--- config.mk ---
export PLATFORM = sky130hd
export DESIGN_NAME = bss_fsm
export DESIGN_NICKNAME = d
export VERILOG_FILES = /design/src/hw/bss_sync.v /design/src/hw/bss_fsm.v
export VERILOG_INCLUDE_DIRS = /design/src /design/src/hw
export SDC_FILE = /design/constraint.sdc
export NUM_CORES = 1
export LEC_CHECK = 0
export ABC_AREA = 1
export BUFFER_PORTS_ARGS = -buffer_cell sky130_fd_sc_hd__clkbuf_2
export CORE_MARGIN = 1.5
export CORE_UTILIZATION = 55
export DETAILED_ROUTE_END_ITERATION = 6
export GPL_ROUTABILITY_DRIVEN = 0
export GPL_TIMING_DRIVEN = 0
export PLACE_DENSITY = 0.75
export RECOVER_POWER = 25
export SETUP_SLACK_MARGIN = 0.5
export SLEW_MARGIN = 20
export SYNTH_ARGS = -nofsm -noshare
export SYNTH_HDL_FRONTEND = slang
export SYNTH_SLANG_ARGS = --single-unit
--- constraint.sdc ---
create_clock -name ref_clk -period 6 [get_ports ref_clk]
set_input_delay 0.9 -clock ref_clk [delete_from_list [all_inputs] [get_ports ref_clk]]
set_output_delay 0.9 -clock ref_clk [all_outputs]
set_load 0.02 [all_outputs]
--- src/hw/bss_map.vh ---
// constants for the sensorless startup sequencer
`ifndef BSS_MAP_VH
`define BSS_MAP_VH
`define BSS_ST_OPEN      3'h0
`define BSS_ST_CAPEN     3'h1
`define BSS_ST_AVG       3'h2
`define BSS_ST_HANDOVER  3'h3
`define BSS_ST_CLOSED    3'h4
`define BSS_DUTY_W       8
`define BSS_DUTY_FIXED   8'h40
`define BSS_DUTY_RST     8'h40
`define BSS_CT_W         20
`define BSS_COMM_NS      1000000
`define BSS_COMM_CYC     (`BSS_COMM_NS / 5)
`define BSS_QTR_CYC      (`BSS_COMM_CYC / 4)
`define BSS_START_NS     20000000
`define BSS_START_CYC    (`BSS_START_NS / 5)
`define BSS_MISS_CYC     (`BSS_COMM_CYC * 2)
`define BSS_MISS_MAX     3
`define BSS_ZCD_RST      20'h00000
`define BSS_TOL_PCT      30
`define BSS_HIST         8
`endif

--- src/hw/bss_sync.v ---
// three-stage input synchroniser with agreement filter
`timescale 1ns/1ps
module bss_sync (
    input  wire ref_clk,
    input  wire resetn,
    input  wire din,
    output reg  dout
);
    reg s1_reg;
    reg s2_reg;
    reg s3_reg;
    always @(posedge ref_clk) begin
        if (!resetn) begin
            s1_reg <= 1'b0;
            s2_reg <= 1'b0;
            s3_reg <= 1'b0;
            dout   <= 1'b0;
        end else begin
            s1_reg <= din;
            s2_reg <= s1_reg;
            s3_reg <= s2_reg;
            // change accepted once stages two and three agree
            if (s2_reg == s3_reg) begin
                dout <= s3_reg;
            end
        end
    end
endmodule

--- src/hw/bss_fsm.v ---
// sensorless bldc startup and lock sequencer
// Functional notes
// open loop: fixed duty, constrained commutation period
// open loop: four current samples per step
// debug holds open loop until command
// normal: leave open loop after start time
// capture-enable state enables both edge captures
// capture-enable advances to averaging automatically
// averaging: timestamp edges, history, running average
// advance when revolution within 30% of six periods
// handover waits next constrained commutation
// closed loop duty from pi regulator
// closed loop delay from edge history
// missing edge forces emergency commutation
// repeated misses return to open loop
// capture disabled during open loop
// commands force closed loop or capture-enable; capture-enable is forced only from open loop or closed loop
// startup commands step delay and duty
// miss window and miss count are parameters
// emergency commutation advances exactly one step
`timescale 1ns/1ps
`include "bss_map.vh"
module bss_fsm #(
    parameter START_CYC = `BSS_START_CYC,
    parameter MISS_CYC  = `BSS_MISS_CYC,
    parameter MISS_MAX  = `BSS_MISS_MAX
) (
    input  wire       ref_clk,
    input  wire       resetn,
    input  wire       bemf_comparator,
    input  wire       dir_ccw,
    input  wire       debug_mode,
    input  wire       cmd_force_closed,
    input  wire       cmd_force_capen,
    input  wire       cmd_delay_up,
    input  wire       cmd_delay_down,
    input  wire       cmd_duty_up,
    input  wire       cmd_duty_down,
    input  wire [7:0] pi_duty,
    output reg  [2:0] comm_step,
    output reg  [7:0] duty,
    output reg        capture_en,
    output reg        sample_trig,
    output reg        emergency_comm,
    output reg  [2:0] seq_state,
    output reg        locked
);
    localparam CW = `BSS_CT_W;
    localparam HN = `BSS_HIST;
    // tolerance window on one electrical revolution, in percent-scaled cycles
    localparam [31:0] REV_LO = (100 - `BSS_TOL_PCT) * 6 * `BSS_COMM_CYC;
    localparam [31:0] REV_HI = (100 + `BSS_TOL_PCT) * 6 * `BSS_COMM_CYC;

    wire          cmp_s;
    reg           cmp_d_reg;
    reg  [2:0]    state_reg;
    reg  [CW-1:0] comm_cnt_reg;
    reg  [31:0]   start_cnt_reg;
    reg  [CW-1:0] stamp_reg;
    reg  [CW-1:0] hist [0:HN-1];
    reg  [2:0]    hptr_reg;
    reg  [3:0]    hfill_reg;
    reg  [CW+2:0] hsum_reg;
    reg  [CW-1:0] zcd_reg;
    reg  [CW-1:0] zc_cnt_reg;
    reg           zc_pend_reg;
    reg  [31:0]   miss_cnt_reg;
    reg  [7:0]    misses_reg;
    reg  [7:0]    duty_adj_reg;
    reg  [1:0]    handover_reg;
    reg  [1:0]    q_reg;
    integer       i;

    wire edge_evt = capture_en && (cmp_s != cmp_d_reg);
    wire comm_tick = (comm_cnt_reg == (`BSS_COMM_CYC - 1));
    wire [CW-1:0] avg_half = hsum_reg[CW+2:3];
    wire [CW+3:0] rev = {1'b0, avg_half, 3'h0} + {2'h0, avg_half, 2'h0};
    // startup delay trim rides on top of half the averaged half interval
    wire [CW:0]   zc_sum = {2'h0, avg_half[CW-1:1]} + {1'b0, zcd_reg};

    function [2:0] step_next;
        input [2:0] s;
        input       ccw;
        begin
            if (ccw) begin
                step_next = (s == 3'h0) ? 3'h5 : s - 3'h1;
            end else begin
                step_next = (s == 3'h5) ? 3'h0 : s + 3'h1;
            end
        end
    endfunction

    function [7:0] sat_step;
        input [7:0] v;
        input       up;
        input       dn;
        begin
            sat_step = v;
            if (up && v != 8'hff) begin
                sat_step = v + 8'h01;
            end else if (dn && v != 8'h00) begin
                sat_step = v - 8'h01;
            end
        end
    endfunction

    // quarter points of the constrained period, fixed to the schedule
    function is_quarter;
        input [CW-1:0] c;
        begin
            is_quarter = (c == {CW{1'b0}}) ||
                         (c == `BSS_QTR_CYC) ||
                         (c == 2 * `BSS_QTR_CYC) ||
                         (c == 3 * `BSS_QTR_CYC);
        end
    endfunction

    // kept in 32 bits so the scaled revolution cannot wrap
    function rev_in_window;
        input [CW+3:0] r;
        reg   [31:0]   scaled;
        begin
            scaled        = {8'h00, r} * 32'h00000064;
            rev_in_window = (scaled >= REV_LO) && (scaled <= REV_HI);
        end
    endfunction

    bss_sync u_sync (
        .ref_clk (ref_clk),
        .resetn  (resetn),
        .din     (bemf_comparator),
        .dout    (cmp_s)
    );

    always @(posedge ref_clk) begin
        if (!resetn) begin
            state_reg      <= `BSS_ST_OPEN;
            cmp_d_reg      <= 1'b0;
            comm_cnt_reg   <= {CW{1'b0}};
            start_cnt_reg  <= 32'h00000000;
            stamp_reg      <= {CW{1'b0}};
            hptr_reg       <= 3'h0;
            hfill_reg      <= 4'h0;
            hsum_reg       <= {(CW+3){1'b0}};
            zcd_reg        <= `BSS_ZCD_RST;
            zc_cnt_reg     <= {CW{1'b0}};
            zc_pend_reg    <= 1'b0;
            miss_cnt_reg   <= 32'h00000000;
            misses_reg     <= 8'h00;
            duty_adj_reg   <= `BSS_DUTY_FIXED;
            handover_reg   <= 2'h0;
            q_reg          <= 2'h0;
            comm_step      <= 3'h0;
            duty           <= `BSS_DUTY_RST;
            capture_en     <= 1'b0;
            sample_trig    <= 1'b0;
            emergency_comm <= 1'b0;
            seq_state      <= `BSS_ST_OPEN;
            locked         <= 1'b0;
            for (i = 0; i < HN; i = i + 1) begin
                hist[i] <= {CW{1'b0}};
            end
        end else begin
            cmp_d_reg      <= cmp_s;
            sample_trig    <= 1'b0;
            emergency_comm <= 1'b0;
            seq_state      <= state_reg;
            locked         <= (state_reg == `BSS_ST_CLOSED);
            // no capture in open loop
            capture_en     <= (state_reg != `BSS_ST_OPEN);

            if (state_reg != `BSS_ST_CLOSED) begin
                // constrained commutation schedule
                comm_cnt_reg <= comm_tick ? {CW{1'b0}} : comm_cnt_reg + 1'b1;
                if (comm_tick) begin
                    comm_step <= step_next(comm_step, dir_ccw);
                end
                // four samples per step, at quarter points
                if (is_quarter(comm_cnt_reg)) begin
                    sample_trig <= 1'b1;
                end
                // startup delay and duty steps
                duty_adj_reg <= sat_step(duty_adj_reg, cmd_duty_up, cmd_duty_down);
                if (cmd_delay_up) begin
                    zcd_reg <= zcd_reg + 1'b1;
                end else if (cmd_delay_down && zcd_reg != 0) begin
                    zcd_reg <= zcd_reg - 1'b1;
                end
                // fixed duty, no regulation
                duty <= duty_adj_reg;
            end else begin
                // pi regulator drives duty
                duty <= pi_duty;
            end

            // timestamp edges into history
            stamp_reg <= edge_evt ? {CW{1'b0}} : stamp_reg + 1'b1;
            if (edge_evt && state_reg >= `BSS_ST_AVG) begin
                hist[hptr_reg] <= stamp_reg;
                hptr_reg       <= hptr_reg + 3'h1;
                hsum_reg       <= hsum_reg + stamp_reg - hist[hptr_reg];
                if (hfill_reg != HN) begin
                    hfill_reg <= hfill_reg + 4'h1;
                end
            end

            case (state_reg)
                `BSS_ST_OPEN: begin
                    start_cnt_reg <= start_cnt_reg + 32'h1;
                    // debug waits for command
                    if (cmd_force_closed) begin
                        state_reg <= `BSS_ST_CLOSED;
                        // stale miss count from an earlier lock must not carry over
                        miss_cnt_reg <= 32'h0;
                        misses_reg   <= 8'h00;
                        zc_pend_reg  <= 1'b0;
                    end else if (cmd_force_capen) begin
                        state_reg <= `BSS_ST_CAPEN;
                    // timed exit in normal mode
                    end else if (!debug_mode && start_cnt_reg >= START_CYC - 1) begin
                        state_reg <= `BSS_ST_CAPEN;
                    end
                end
                `BSS_ST_CAPEN: begin
                    // capture enabled; auto advance
                    hfill_reg <= 4'h0;
                    hsum_reg  <= {(CW+3){1'b0}};
                    // fresh timestamps, an old count would skew the average
                    stamp_reg <= {CW{1'b0}};
                    state_reg <= `BSS_ST_AVG;
                end
                `BSS_ST_AVG: begin
                    // revolution = 12 half-periods vs 6 periods
                    if (hfill_reg == HN && rev_in_window(rev)) begin
                        state_reg <= `BSS_ST_HANDOVER;
                    end
                end
                `BSS_ST_HANDOVER: begin
                    // wait for scheduled commutation
                    if (comm_tick) begin
                        state_reg    <= `BSS_ST_CLOSED;
                        miss_cnt_reg <= 32'h0;
                        misses_reg   <= 8'h00;
                        zc_pend_reg  <= 1'b0;
                    end
                end
                `BSS_ST_CLOSED: begin
                    if (cmd_force_capen) begin
                        state_reg <= `BSS_ST_CAPEN;
                    end
                    // delay from history average
                    if (edge_evt) begin
                        zc_pend_reg  <= 1'b1;
                        // trimmed delay saturates instead of wrapping
                        zc_cnt_reg   <= zc_sum[CW] ? {CW{1'b1}} : zc_sum[CW-1:0];
                        miss_cnt_reg <= 32'h0;
                        misses_reg   <= 8'h00;
                    end else if (zc_pend_reg) begin
                        if (zc_cnt_reg == 0) begin
                            zc_pend_reg <= 1'b0;
                            comm_step   <= step_next(comm_step, dir_ccw);
                        end else begin
                            zc_cnt_reg <= zc_cnt_reg - 1'b1;
                        end
                    end
                    if (!edge_evt) begin
                        miss_cnt_reg <= miss_cnt_reg + 32'h1;
                    end
                    // missing edge window
                    if (!edge_evt && miss_cnt_reg >= MISS_CYC - 1) begin
                        miss_cnt_reg   <= 32'h0;
                        emergency_comm <= 1'b1;
                        // advance exactly one step
                        comm_step      <= step_next(comm_step, dir_ccw);
                        misses_reg     <= misses_reg + 8'h01;
                        // repeated misses fall back
                        if (misses_reg >= MISS_MAX - 1) begin
                            state_reg     <= `BSS_ST_OPEN;
                            start_cnt_reg <= 32'h0;
                            comm_cnt_reg  <= {CW{1'b0}};
                        end
                    end
                end
                default: begin
                    state_reg <= `BSS_ST_OPEN;
                end
            endcase
            if (state_reg != `BSS_ST_OPEN && state_reg != `BSS_ST_CLOSED &&
                cmd_force_closed) begin
                // forced entry into closed loop
                state_reg    <= `BSS_ST_CLOSED;
                miss_cnt_reg <= 32'h0;
                misses_reg   <= 8'h00;
                zc_pend_reg  <= 1'b0;
            end
        end
    end
endmodule

==> impl_metrics.ini <==
[outcome]
run_status = completed

[logic_synthesis]
synth_area_mm2 = 0.0250
yosysUniqueCellTypes = 65
ys_seq_area_frac = 0.368
synth.most_common_cell = nand2_1
postSynthCellCount = 3376
synth_area_leaders = edfxtp_1, dfxtp_1, nand2_1
synth-seq-cells = 380
avgSynthCellArea_um2 = 7.40
synth_common_cells = nand2_1, nor2_1, inv_1
ys.warnings.count = 0
synth_edf_count = 160
ys.flop_type = dfxtp_1
yosysTopAreaCell = edfxtp_1
syn-num-nets = 3603
async_reset_ff_frac = 0
synth_top_area_frac = 0.192

[worst_setup_path]
critPathMaxFanout = 4
required_ns = 6.52
crit_top_cell = nand2_1
rrSetupSlack_ns = 0.35
rr_endpoint = state_reg[2]
crit_family = simple AND/OR/NAND/NOR gates
cp-end-kind = flip-flop
worstPathArrival_ns = 6.17
crit_end = state_reg[2]
ff2ff_path_depth = 43
cp.depth = 43
cp_slowest_stage_delay_ns = 0.51
startpoint = hsum_reg[4]
slowest_stage = fa_2
worstSetupStartpointType = flip-flop
cp_num_buf_inv = 5
criticalPathCategory = reg -> reg
r2r-start = hsum_reg[4]

[placement]
io_buffers = 35
dpl-instance-area_mm2 = 0.0259
detailed_place_hpwl_um = 50200

[pwr]
peakVddDrop_mv = 0.265
switchingPower_mw = 2.52
powerDensity_mw_per_mm2 = 267
comb_power_share = 0.239
clockPowerShare = 0.349
p_leak_nw = 12.0
p_int_mw = 4.95
seqPwrFrac = 0.412
p_sw_frac = 0.337
total_power_mw = 7.47

[final_layout]
multiInputGateArea_mm2 = 0.0141
antenna_cells = 0
n_fill_cell = 3834
synthToLayoutAreaGrowth_pct = 12.0
final_cell_area_mm2 = 0.0280
fin_util = 0.629
seqCellArea_mm2 = 0.00922
largest_register_ffs = 160
layout-drive-gt1-share = 0.0748
layout.nets = 3712

[detailed_routing]
firstDrtPassIters = 7
drt_wl_total_um = 66400
routed_via_density = 5.68
ant_nets = 0
wl_per_cell_um = 16.2
drc = 0
drtIter0Drc = 2098
vias = 23300

[die]
ios = 37
die_y_um = 216
die_area_mm2 = 0.0467
die_x_um = 216
core_mm2 = 0.0445
rows = 77
initial_core_util = 0.562

[global_route]
grt_max_degree = 23
overflow = 0
grt_pass1_wl_um = 108000
antenna_found_initial = 0
grt_pass1_vias = 22300
track_usage = 0.280

[cts]
cts_hold_buf = 0
clock_latency_ns = 0.60
root_buffer = clkbuf_16
clk_path_buf_depth = 3
cts_tree = built
cts.reportedPaths.clkPinSlew_ns = 0.06
numCtsBuffers = 41
clock_sinks = 380
htreeDepth = 2

[sta]
slew_headroom = 0.332
fmax_mhz = 177
hold_viol = 0
fin_skew_ns = 0.0278
worst_pin_slew_ns = 0.999
maxSlewViolCount = 0
period_needed_ns = 5.65
rsz0062_at_grt = true
finalSetupViolations = 0
fin_setup_tns_ns = 0
fin_crit_sh = 0.942

[min_path]
hold_path.class = reg -> reg

[flow_run]
max_cap_violations = 0
cells by family after synthesis:
family,after synthesis,share of synthesized area
compound gates,630,0.137
xor+xnor,113,0.0396
fa+ha+maj,208,0.116
buf+inv,582,0.0887
flops,380,0.368
simple gates,1463,0.251
placed cells by master (no fill, tap or decap), types with 75 or more instances in the layout:
master and count:
a21oi_1 239, clkbuf_1 116, dfxtp_1 215, edfxtp_1 160, ha_1 148, inv_1 455, nand2_1 576, nand3_1 116
nor2_1 512, nor3_1 75, o21ai_0 251
worst min-delay path by stage:
stage | startpoint | endpoint | slack, ns | cells past startpoint
2_1_floorplan | u_sync.s1_reg | u_sync.s2_reg | 0.39 | 2
3_3_place_gp | u_sync.s2_reg | u_sync.s3_reg | 0.43 | 2
3_5_place_dp | u_sync.s2_reg | u_sync.s3_reg | 0.43 | 2
4_1_cts | miss_cnt_reg[20] | miss_cnt_reg[20] | 0.44 | 2
5_1_grt | miss_cnt_reg[25] | miss_cnt_reg[25] | 0.46 | 2
6_report | miss_cnt_reg[20] | miss_cnt_reg[20] | 0.44 | 2
power groups by stage:
| stage | registers [mW] | logic (mW) | clock network, mW |
|---|---|---|---|
| 3_3_place_gp | 3.12 | 1.73 | 0 |
| 4_1_cts | 3.07 | 1.81 | 2.62 |
| 2_1_floorplan | 3.09 | 1.31 | 0 |
| 5_1_grt | 3.10 | 1.99 | 2.73 |
| 6_report | 3.08 | 1.79 | 2.61 |
| 3_5_place_dp | 3.13 | 1.79 | 0 |
stage by stage:
step | hold WS (ns) | worst slack, ns | std cells
6_report | 0.444 | 0.348 | 4109
5_1_grt | 0.461 | 0.0890 | 4109
4_1_cts | 0.444 | 0.510 | 4101
3_5_place_dp | 0.435 | -0.483 | 4003
3_3_place_gp | 0.431 | -0.400 | 4003
2_1_floorplan | 0.390 | 0.875 | 3376
layer usage:
layer | GRT usage | vias up | share of wire
met3 | 0.0366 | 162 | 0.070
met4 | 0.0991 | 0 | 0.030
met5 | 0 | - | 0
met2 | 0.470 | 901 | 0.47
met1 | 0.371 | 10900 | 0.43
li1 | - | 11400 | -
cell type report:
type	count	share of cell area
Multi-Input combinational cell	2414	0.502
Sequential cell	380	0.329
Inverter	481	0.0646
Clock buffer	47	0.0378
Tap cell	592	0.0265
Timing Repair Buffer	66	0.0143
Buffer	101	0.0140
Clock inverter	28	0.0111
timing repair:
item / CTS / global route
setup endpoints to repair: 3 / 4
pin swaps: 36 / 39
resized for setup: 77 / 63
cloned: 0 / 0
setup buffers: 23 / 8
worst min-delay path, stage by stage, from the launching register on:
cell and delay [ns]:
dfxtp_1 0.29, inv_1 0.06, nor3_1 0.05
Note: power is estimated with default switching activity, not from simulation.
